## config.mk

```make
export PLATFORM = sky130hd
export DESIGN_NAME = bec_chopper
export DESIGN_NICKNAME = d
export VERILOG_FILES = /design/src/hdl/bec_pkg.sv /design/src/hdl/bec_phase_store.sv /design/src/hdl/bec_chopper.sv
export SDC_FILE = /design/constraint.sdc
export NUM_CORES = 1
export LEC_CHECK = 0
export BUFFER_PORTS_ARGS = -buffer_cell sky130_fd_sc_hd__buf_2
export CAP_MARGIN = 10
export CORE_MARGIN = 5
export CORE_UTILIZATION = 45
export CTS_BUF_LIST = sky130_fd_sc_hd__clkbuf_16
export DETAILED_ROUTE_END_ITERATION = 10
export MAX_ROUTING_LAYER = met4
export PLACE_DENSITY = 0.67
export SLEW_MARGIN = 0
export SYNTH_ARGS = -nofsm -noshare
export SYNTH_HDL_FRONTEND = slang
export SYNTH_HIERARCHICAL = 1
export SYNTH_SLANG_ARGS = --single-unit
```

## constraint.sdc

```tcl
create_clock -name clk_in -period 2.4 [get_ports clk_in]
set_clock_uncertainty 0.2 [all_clocks]
set_input_delay 0.24 -clock clk_in [delete_from_list [all_inputs] [get_ports clk_in]]
set_output_delay 0.24 -clock clk_in [all_outputs]
set_load 0.01 [all_outputs]
```

## src/hdl/bec_pkg.sv

```systemverilog
// Constants and state encoding for the bridge excitation chopper.
// Assumes a single 25 MHz clock shared by every user of this package.
package bec_pkg;
    localparam int READ_W = 24;
    localparam int CLK_PERIOD_NS = 40;
    // Shortest time with both switch pairs off at a phase change
    localparam int NONOVERLAP_NS = 1000;
    localparam int NONOVERLAP_CYC_INT = (NONOVERLAP_NS + CLK_PERIOD_NS - 1) / CLK_PERIOD_NS;
    localparam int GAP_CNT_W = 5;
    localparam logic [GAP_CNT_W-1:0] NONOVERLAP_CYC = GAP_CNT_W'(NONOVERLAP_CYC_INT);
    localparam logic [GAP_CNT_W-1:0] GAP_CNT_ZERO = 5'h00;
    localparam logic [GAP_CNT_W-1:0] GAP_CNT_ONE = 5'h01;

    // Reset value of the drive pins: forward polarity applied
    localparam logic FWD_DRIVE_RST = 1'h1;
    localparam logic FWD_DRIVE_N_RST = 1'h0;
    localparam logic REV_DRIVE_RST = 1'h0;
    localparam logic REV_DRIVE_N_RST = 1'h1;

    typedef enum logic [2:0] {
        BEC_IDLE = 3'h0,
        BEC_FWD = 3'h4,
        BEC_GAP_R = 3'h5,
        BEC_REV = 3'h7,
        BEC_GAP_F = 3'h6
    } bec_state_e;
endpackage

```

## src/hdl/bec_phase_store.sv

```systemverilog
// One-word store for the reading of the previous phase.
// Assumes the writer holds write data stable only in the write cycle.
module bec_phase_store
    import bec_pkg::*;
(
    input wire logic clk_in,
    input wire logic rst_in,
    input wire logic write_en_in,
    input wire logic [READ_W-1:0] write_data_in,
    output logic [READ_W-1:0] read_data_out
);
    logic [READ_W-1:0] word_reg;
    logic [READ_W-1:0] word_next;

    always_comb begin
        word_next = word_reg;
        if (write_en_in) begin
            word_next = write_data_in;
        end
    end

    always_ff @(posedge clk_in or posedge rst_in) begin
        if (rst_in) begin
            word_reg <= 24'h000000;
        end else begin
            word_reg <= word_next;
        end
    end

    // Read data straight from the register: the old word during a write
    assign read_data_out = word_reg;
endmodule

```

## src/hdl/bec_chopper.sv

```systemverilog
// Excitation chopping sequencer: drives four switch-control pins and
// combines forward and reverse readings into offset-free results.
// Assumes conv_done_in pulses once per conversion with reading_in valid.
module bec_chopper
    import bec_pkg::*;
(
    input wire logic clk_in,
    input wire logic rst_in,
    input wire logic chop_enable_in,
    input wire logic conv_done_in,
    input wire logic [READ_W-1:0] reading_in,
    output logic fwd_phase_drive_out,
    output logic fwd_phase_drive_n_out,
    output logic rev_phase_drive_out,
    output logic rev_phase_drive_n_out,
    output logic ref_swap_out,
    output logic [READ_W-1:0] result_out,
    output logic result_valid_out
);
    function automatic logic [READ_W-1:0] halve_diff(input logic [READ_W-1:0] a,
                                                     input logic [READ_W-1:0] b);
        logic [READ_W:0] d;
        d = {a[READ_W-1], a} - {b[READ_W-1], b};
        return d[READ_W:1];
    endfunction

    bec_state_e state_reg;
    bec_state_e state_next;
    logic [GAP_CNT_W-1:0] gap_cnt_reg;
    logic [GAP_CNT_W-1:0] gap_cnt_next;
    logic pair_valid_reg;
    logic pair_valid_next;
    logic fwd_reg;
    logic fwd_next;
    logic fwd_n_reg;
    logic fwd_n_next;
    logic rev_reg;
    logic rev_next;
    logic rev_n_reg;
    logic rev_n_next;
    logic swap_reg;
    logic swap_next;
    logic [READ_W-1:0] result_reg;
    logic [READ_W-1:0] result_next;
    logic result_valid_reg;
    logic result_valid_next;
    logic take_reading;
    logic [READ_W-1:0] prev_reading;

    // Readings taken while both pairs are off are unsettled and dropped
    assign take_reading = chop_enable_in && conv_done_in &&
                          (state_reg == BEC_FWD || state_reg == BEC_REV);

    bec_phase_store u_store (
        .clk_in(clk_in),
        .rst_in(rst_in),
        .write_en_in(take_reading),
        .write_data_in(reading_in),
        .read_data_out(prev_reading)
    );

    always_comb begin
        state_next = state_reg;
        gap_cnt_next = gap_cnt_reg;
        case (state_reg)
            BEC_IDLE: begin
                if (chop_enable_in) begin
                    state_next = BEC_FWD;
                end
            end
            BEC_FWD: begin
                if (conv_done_in) begin
                    state_next = BEC_GAP_R;
                    gap_cnt_next = GAP_CNT_ZERO;
                end
            end
            BEC_GAP_R: begin
                gap_cnt_next = gap_cnt_reg + GAP_CNT_ONE;
                if (gap_cnt_reg == NONOVERLAP_CYC - GAP_CNT_ONE) begin
                    state_next = BEC_REV;
                end
            end
            BEC_REV: begin
                if (conv_done_in) begin
                    state_next = BEC_GAP_F;
                    gap_cnt_next = GAP_CNT_ZERO;
                end
            end
            BEC_GAP_F: begin
                gap_cnt_next = gap_cnt_reg + GAP_CNT_ONE;
                if (gap_cnt_reg == NONOVERLAP_CYC - GAP_CNT_ONE) begin
                    state_next = BEC_FWD;
                end
            end
            default: begin
                state_next = BEC_IDLE;
            end
        endcase
        // Disabling in reverse still runs the full gap before forward returns
        if (!chop_enable_in) begin
            if (state_reg == BEC_REV) begin
                state_next = BEC_GAP_F;
                gap_cnt_next = GAP_CNT_ZERO;
            end else if (state_next != BEC_GAP_F) begin
                state_next = BEC_IDLE;
            end
        end
    end

    // Pins follow the next state so that every output comes from a flop
    always_comb begin
        fwd_next = 1'h0;
        fwd_n_next = 1'h1;
        rev_next = 1'h0;
        rev_n_next = 1'h1;
        case (state_next)
            BEC_IDLE, BEC_FWD: begin
                fwd_next = 1'h1;
                fwd_n_next = 1'h0;
            end
            BEC_REV: begin
                rev_next = 1'h1;
                rev_n_next = 1'h0;
            end
            default: begin
                fwd_next = 1'h0;
                fwd_n_next = 1'h1;
            end
        endcase
        swap_next = (state_next == BEC_REV);
    end

    always_comb begin
        pair_valid_next = pair_valid_reg;
        result_next = result_reg;
        result_valid_next = 1'h0;
        if (take_reading) begin
            pair_valid_next = 1'h1;
            if (pair_valid_reg) begin
                result_valid_next = 1'h1;
                if (state_reg == BEC_FWD) begin
                    result_next = halve_diff(reading_in, prev_reading);
                end else begin
                    result_next = halve_diff(prev_reading, reading_in);
                end
            end
        end
        // A dropped period breaks the pairing; restart the latency
        if (!chop_enable_in || (conv_done_in && !take_reading)) begin
            pair_valid_next = 1'h0;
        end
    end

    always_ff @(posedge clk_in or posedge rst_in) begin
        if (rst_in) begin
            state_reg <= BEC_IDLE;
            gap_cnt_reg <= GAP_CNT_ZERO;
            pair_valid_reg <= 1'h0;
            fwd_reg <= FWD_DRIVE_RST;
            fwd_n_reg <= FWD_DRIVE_N_RST;
            rev_reg <= REV_DRIVE_RST;
            rev_n_reg <= REV_DRIVE_N_RST;
            swap_reg <= 1'h0;
            result_reg <= 24'h000000;
            result_valid_reg <= 1'h0;
        end else begin
            state_reg <= state_next;
            gap_cnt_reg <= gap_cnt_next;
            pair_valid_reg <= pair_valid_next;
            fwd_reg <= fwd_next;
            fwd_n_reg <= fwd_n_next;
            rev_reg <= rev_next;
            rev_n_reg <= rev_n_next;
            swap_reg <= swap_next;
            result_reg <= result_next;
            result_valid_reg <= result_valid_next;
        end
    end

    assign fwd_phase_drive_out = fwd_reg;
    assign fwd_phase_drive_n_out = fwd_n_reg;
    assign rev_phase_drive_out = rev_reg;
    assign rev_phase_drive_n_out = rev_n_reg;
    assign ref_swap_out = swap_reg;
    assign result_out = result_reg;
    assign result_valid_out = result_valid_reg;

    // Helper: consecutive cycles with both pairs off at the pins
    logic [7:0] off_cnt_reg;
    always_ff @(posedge clk_in or posedge rst_in) begin
        if (rst_in) begin
            off_cnt_reg <= 8'h00;
        end else if (!fwd_reg && !rev_reg) begin
            off_cnt_reg <= off_cnt_reg + 8'h01;
        end else begin
            off_cnt_reg <= 8'h00;
        end
    end

    no_shoot_a: assert property (@(posedge clk_in) disable iff (rst_in)
        !(fwd_phase_drive_out && rev_phase_drive_out) &&
        (fwd_phase_drive_n_out || rev_phase_drive_n_out))
        else $error("both switch pairs enabled");

    gap_length_a: assert property (@(posedge clk_in) disable iff (rst_in)
        ($rose(rev_phase_drive_out) ||
        ($rose(fwd_phase_drive_out) && $past(state_reg) == BEC_GAP_F))
        |-> off_cnt_reg == 8'(NONOVERLAP_CYC_INT))
        else $error("non-overlap gap has wrong length");

    fwd_levels_a: assert property (@(posedge clk_in) disable iff (rst_in)
        (state_reg == BEC_FWD) |-> fwd_phase_drive_out && !fwd_phase_drive_n_out)
        else $error("forward pair not driven in forward phase");

    fwd_rev_off_a: assert property (@(posedge clk_in) disable iff (rst_in)
        (state_reg == BEC_FWD) |-> !rev_phase_drive_out && rev_phase_drive_n_out)
        else $error("reverse pair active in forward phase");

    rev_levels_a: assert property (@(posedge clk_in) disable iff (rst_in)
        (state_reg == BEC_REV) |-> rev_phase_drive_out && !rev_phase_drive_n_out &&
        !fwd_phase_drive_out && fwd_phase_drive_n_out)
        else $error("wrong pin levels in reverse phase");

    rev_only_a: assert property (@(posedge clk_in) disable iff (rst_in)
        (state_reg == BEC_FWD) && conv_done_in && chop_enable_in |->
        ##[1:40] (rev_phase_drive_out && !fwd_phase_drive_out))
        else $error("reverse phase not reached after forward");

    ref_swap_a: assert property (@(posedge clk_in) disable iff (rst_in)
        ref_swap_out == (rev_phase_drive_out && !rev_phase_drive_n_out))
        else $error("reference swap out of step with reverse phase");

    phase_rate_a: assert property (@(posedge clk_in) disable iff (rst_in)
        ($fell(fwd_phase_drive_out) || $fell(rev_phase_drive_out)) && $past(chop_enable_in)
        |-> $past(conv_done_in))
        else $error("polarity changed without a conversion");

    result_fwd_a: assert property (@(posedge clk_in) disable iff (rst_in)
        result_valid_out && $past(state_reg) == BEC_FWD |->
        result_out == halve_diff($past(reading_in), $past(prev_reading)))
        else $error("forward-ending result miscomputed");

    first_result_a: assert property (@(posedge clk_in) disable iff (rst_in)
        result_valid_out |-> $past(pair_valid_reg) && $past(take_reading))
        else $error("result without a paired reading");

    disable_gap_a: assert property (@(posedge clk_in) disable iff (rst_in)
        !chop_enable_in && state_reg == BEC_REV |=>
        !fwd_phase_drive_out && fwd_phase_drive_n_out &&
        !rev_phase_drive_out && rev_phase_drive_n_out)
        else $error("disable in reverse skipped the non-overlap gap");

    disabled_hold_a: assert property (@(posedge clk_in) disable iff (rst_in)
        !chop_enable_in && state_reg != BEC_REV && state_reg != BEC_GAP_F |=>
        fwd_phase_drive_out && !fwd_phase_drive_n_out &&
        !rev_phase_drive_out && rev_phase_drive_n_out && !ref_swap_out)
        else $error("disabled state does not hold forward polarity");
endmodule

```

# [Word level (Yosys, flattened, before mapping)]
# Cells that the tools add are included.
[word_totals] regBits=63 output_inout_bits=30
[op_classes] add_sub_neg=3 n_eq_ne=8 muxes=22 reduce_logical=14
[op_table] cell="$sub A24 B24 Y25" n=2
[op_table] cell="$mux W24" n=1
[op_table] cell="$mux W3" n=8
[op_table] cell="$eq A3 B3 Y1 const B" n=6
[op_table] cell="$mux W5" n=3
[op_table] cell="$pmux W3 S5" n=1
[op_table] cell="$pmux W5 S2" n=1
[op_table] cell="$mux W1" n=8
[op_table] cell="$logic_not A3 Y1" n=2
[op_table] cell="$reduce_or A2 Y1" n=3
[op_table] cell="$add A5 B1 Y5 const B" n=1
[op_table] cell="$eq A5 B5 Y1 const B" n=1
[op_table] cell="$logic_and A1 B1 Y1" n=3
[op_table] cell="$ne A3 B3 Y1 const B" n=1
[op_table] cell="$logic_not A1 Y1" n=2
[op_table] cell="$logic_or A1 B1 Y1" n=2
[op_table] cell="$reduce_and A2 Y1" n=1
[op_table] cell="$reduce_bool A2 Y1" n=1

# [Longest topological paths before layout]
[logic_depth] ltp_word=10 mapped_depth=11 mapped_depth_nobuf=10

# [Cells and area by module]
# The synthesis kept the hierarchy.
[modules_own_cells] module="bec_chopper" n_inst=1 cells_per_inst=522 area_each_um2=3985.1 seq_area_each_um2=953.4
[modules_own_cells] module="bec_phase_store" n_inst=1 cells_per_inst=52 area_each_um2=1001.0 seq_area_each_um2=600.6

# [Worst setup path before layout]
# No wires, ideal clock.
[synth_path] kind="flip-flop to flip-flop" from="reg u_store.word_reg[0], in the netlist u_store/read_data_out[0]" to="reg result_reg[19], in the netlist result_out[19]" setup_time_ps=131 arrival_ps=2260 required_ps=2069 setup_slack_ps=-190 stages_incl_launch_ff=11 synth_period_minus_slack_ps=2590 path_cell_list="dfrtp_1 nor2b_1 fa_1 and2b_1 o221ai_2 a22o_4 o221a_4 o221a_1 mux2i_1 xnor2_1 o21ai_1"
[synth_via] elab_chain_len=2 word_cells_on_any_way=3 classes_between="2 x add/sub; 1 x mux"
[synth_rtl] element="from (decl)" line="bec_phase_store.sv:12" text="logic [READ_W-1:0] word_reg;"
[synth_rtl] element="from (signal assigned)" line="bec_phase_store.sv:26" text="word_reg <= word_next;"
[synth_rtl] element="$sub A24 B24 Y25" line="bec_chopper.sv:23" text="d = {a[READ_W-1], a} - {b[READ_W-1], b};"
[synth_rtl] element="$mux W24 *" line="bec_chopper.sv:141" text="if (state_reg == BEC_FWD) begin"
[synth_rtl] element="to (signal assigned)" line="bec_chopper.sv:175" text="result_reg <= result_next;"
[synth_rtl] element="to (decl)" line="bec_chopper.sv:43" text="logic [READ_W-1:0] result_reg;"
# Mark *: on every way between the ends. The rest lies on a longest branch, timed or not.
# A chain may end at the register's enable or synchronous reset.

# [Final worst setup path]
[layout_path] from="reg u_store.word_reg[0], in the netlist u_store/read_data_out[0]" to="reg result_reg[15], in the netlist result_out[15]"
# Same word-level chain as after synthesis.

==> impl_results.md <==
* Final Hold Viols at 0
* Post-synthesis simple-gate area fraction at 0.132
* Clk slew on worst S/H paths at 50 ps
* Clk pwr share at 0.210
* Largest net degree at the start of global routing at 39
* GRT Total Usage at 0.238
* Port Buffers at 57
* Post-Syn Instances at 574
* Synth Area in Adders at 0.128
* Post-synth top flop: dfrtp_1
* Path type of the worst min-delay path: input pin to flip-flop
* Die width at 115 µm
* HPWL after DPL at 11.2 mm
* Failing checks: setup timing
* Gpl congestion at 0.962
* Die height at 115 µm
* Max Root-Sink Buffers at 2
* Mapped Nets at 652
* Nets at 845
* Unrepaired setup endpoints after global routing: yes
* Synth area leaders: dfrtp_1 30%, ha_1 12%, mux2_4 6.0%
* Combinational family with the most area after synthesis: compound AO/OA/AOI/OAI gates
* Cts bufs inserted at 9
* Placement Setup Slack at -275 ps
* Vias in the first global route at 4,985
* Core Util, Final at 0.669
* Fraction of registers with async set or reset after synthesis at 1.00
* DP Area at 6310 µm²
* Root Buffer: clkbuf_16
* Die Area at 13,300 µm²
* Mapped Area at 4990 µm²
* Seq cells post-synth at 62
* Logic pwr share at 0.548
* Worst skew pair latency at 340 ps
* TritonCTS Sinks at 62
* Fraction of layout cells with a size suffix above 1 at 0.422
* CP endpoint kind: flip-flop
* Sequential Power Share at 0.242
* Final setup fails at 12
* P_int at 3.74 mW
* Commonest cells in the netlist: 63 x inv_1, 60 x dfrtp_1, 59 x nand2_1
* Initial DRT Pass Iterations at 5
* Switching power at 2.37 mW
* Final Power at 6.12 mW
* Final Cell Area at 7250 µm²
* Post-Syn Area per Cell at 8.69 µm²
* # H-tree levels at 3
* Initial Util at 0.460
* Startpoint types: flip-flop
* Leakage power at 3.53 nW
* PD cells at 843 nW/µm²
* Num rows at 38
* Routed wire length at 14.8 mm
* Setup TNS at -1960 ps
* Area growth from synthesis to layout at 45.5%
* Cell with the most instances after synthesis: inv_1
* Req. time, crit path at 2410 ps
* Worst EP arrival at 2730 ps
* Shortest period the worst path allows at 2720 ps
* Fmax achieved at 0.367 GHz
* Worst-margin pin slew at 598 ps
* Initial DRC count at 322
* Post-synthesis sequential area ratio at 0.312
* Worst slew margin at 0.597
* Max-slew violations at 0
* Core ar. at 10,800 µm²
* Warnings from Yosys at 6
* Grt total ovfl at 0
* First-pass GRT wire length at 24.6 mm
* Crit Path Max Fanout at 3
* Post-route clock period utilization at 1.13
* Post-synthesis xor/xnor area fraction at 0.0404
* Max Cap Viol at 0
* Initial antenna violation count at 0
* I/O pins at 58
* Residual DRC at 0
* Status: complete, but fails checks
* WL/cell at 16.3 µm
* Via count at 4,864
* Via density at 5.33
* EDFF count, synth at 0
* Distinct cells, synth at 66
* Post-route ant nets at 0
* Sw frac at 0.388
* Compound-cell area share of the yosys netlist at 0.225
* Mux contribution to synthesized area at 0.0836
* Synth top area share at 0.301
* Maximum VDD drop at 0.474 mV
* Area leader, netlist: dfrtp_1
* Number of antenna diodes at 0
* Worst Slack Setup Final at -323 ps
* Type of the worst setup path: flip-flop to flip-flop
* CTS tree: yes
power groups by stage:
| stage | clock [mW] | combinational (mW) | sequential [mW] |
|---|---|---|---|
| 6_report | 1.28 | 3.35 | 1.48 |
| 5_1_grt | 1.35 | 3.65 | 1.51 |
| 4_1_cts | 1.30 | 3.11 | 1.47 |
| 3_5_place_dp | 0 | 2.85 | 1.47 |
| 3_3_place_gp | 0 | 2.80 | 1.46 |
| 2_1_floorplan | 0 | 1.54 | 1.53 |
cell type report:
cell class | instances | area (µm²)
fill | 887 | 3590
multi-input combinational | 424 | 3550
sequential | 62 | 1560
timing repair buffer | 207 | 1440
inverter | 63 | 236
clock buffer | 9 | 225
tap | 140 | 175
clock inverter | 7 | 66.3
final timing paths:
| kind | from | to | slack (ps) | cells after the start |
|---|---|---|---|---|
| worst max register to register | u_store/read_data_out[0] | result_out[15] | -320 | 11 |
| max in group asynchronous | rst_in | rev_phase_drive_n_out | 1260 | 4 |
| worst max-delay path | u_store/read_data_out[0] | result_out[15] | -320 | 11 |
| worst min-delay path | reading_in[0] | u_store/read_data_out[0] | 20 | 2 |
| min in group asynchronous | rst_in | u_store/read_data_out[17] | 340 | 4 |
| worst min register to register | result_out[22] | result_out[22] | 280 | 2 |
logic make-up (layout without fill, tap and decap cells):
| family | after synthesis | in the layout |
|---|---|---|
| flip-flops | 62 | 62 |
| adder cells (fa/ha/maj) | 50 | 50 |
| AO/OA/AOI/OAI | 175 | 175 |
| XOR/XNOR | 23 | 23 |
| buffers and inverters | 88 | 286 |
| AND/OR/NAND/NOR | 145 | 145 |
| multiplexers | 31 | 31 |
cell usage in the layout (no fill, tap or decap), types with 4 or more instances in the layout:
cell / netlist / routed
mux2i_1: 6 / 6
o21a_1: 5 / 5
a21o_1: 8 / 8
buf_2: 12 / 57
clkbuf_16: 0 / 9
nand3_1: 7 / 6
mux2_2: 5 / 5
a21oi_2: 1 / 11
dfrtp_1: 60 / 59
a211oi_1: 12 / 6
a211oi_2: 1 / 6
ha_4: 0 / 11
ha_1: 48 / 36
o21ai_2: 2 / 6
xnor2_1: 16 / 14
a21oi_1: 48 / 35
o21ai_0: 44 / 28
nand2_1: 59 / 55
nor3_1: 12 / 7
xor2_1: 7 / 7
mux2_4: 20 / 20
inv_1: 63 / 62
nor2_1: 38 / 32
o21ai_1: 12 / 21
o211ai_1: 6 / 6
dlygate4sd3_1: 0 / 10
buf_4: 2 / 138
o21bai_1: 4 / 4
nor3_2: 0 / 4
a22oi_1: 5 / 4
nand4_1: 6 / 6
nor2_4: 0 / 4
what timing repair did:
action,4_1_cts,5_1_grt
gates cloned,0,0
pin swaps,22,27
hold buffers,10,0
endpoints found under the hold margin,69,0
gates resized for setup,63,50
buffers inserted,4,4
endpoints found under the setup margin,16,18
through the flow:
step                      hold WS, ps  cells
final                            15.2    912
after global routing             25.9    912
after CTS                        13.6    908
after detailed placement          156    880
after global placement            143    880
after floorplan                  54.6    574
worst max-delay path, stage by stage, from the launching register on:
cell and delay [ps]:
dfrtp_1 410, nor2b_4 150, fa_2 340, and2b_1 250, o221ai_2 120, a22o_4 250, o221a_4 250, buf_4 150
nor2_4 90, o32ai_2 90, xor2_1 220, o21ai_1 90
metal layers:
metal	track usage	wire, µm	vias to the layer above	share of wire
met5	-	0	-	0
met4	0.0681	257	0	0.017
met3	0.0347	673	24	0.045
met2	0.382	7070	114	0.48
met1	0.313	6850	2342	0.46
li1	-	-	2384	-
Note: power is estimated with default switching activity, not from simulation.
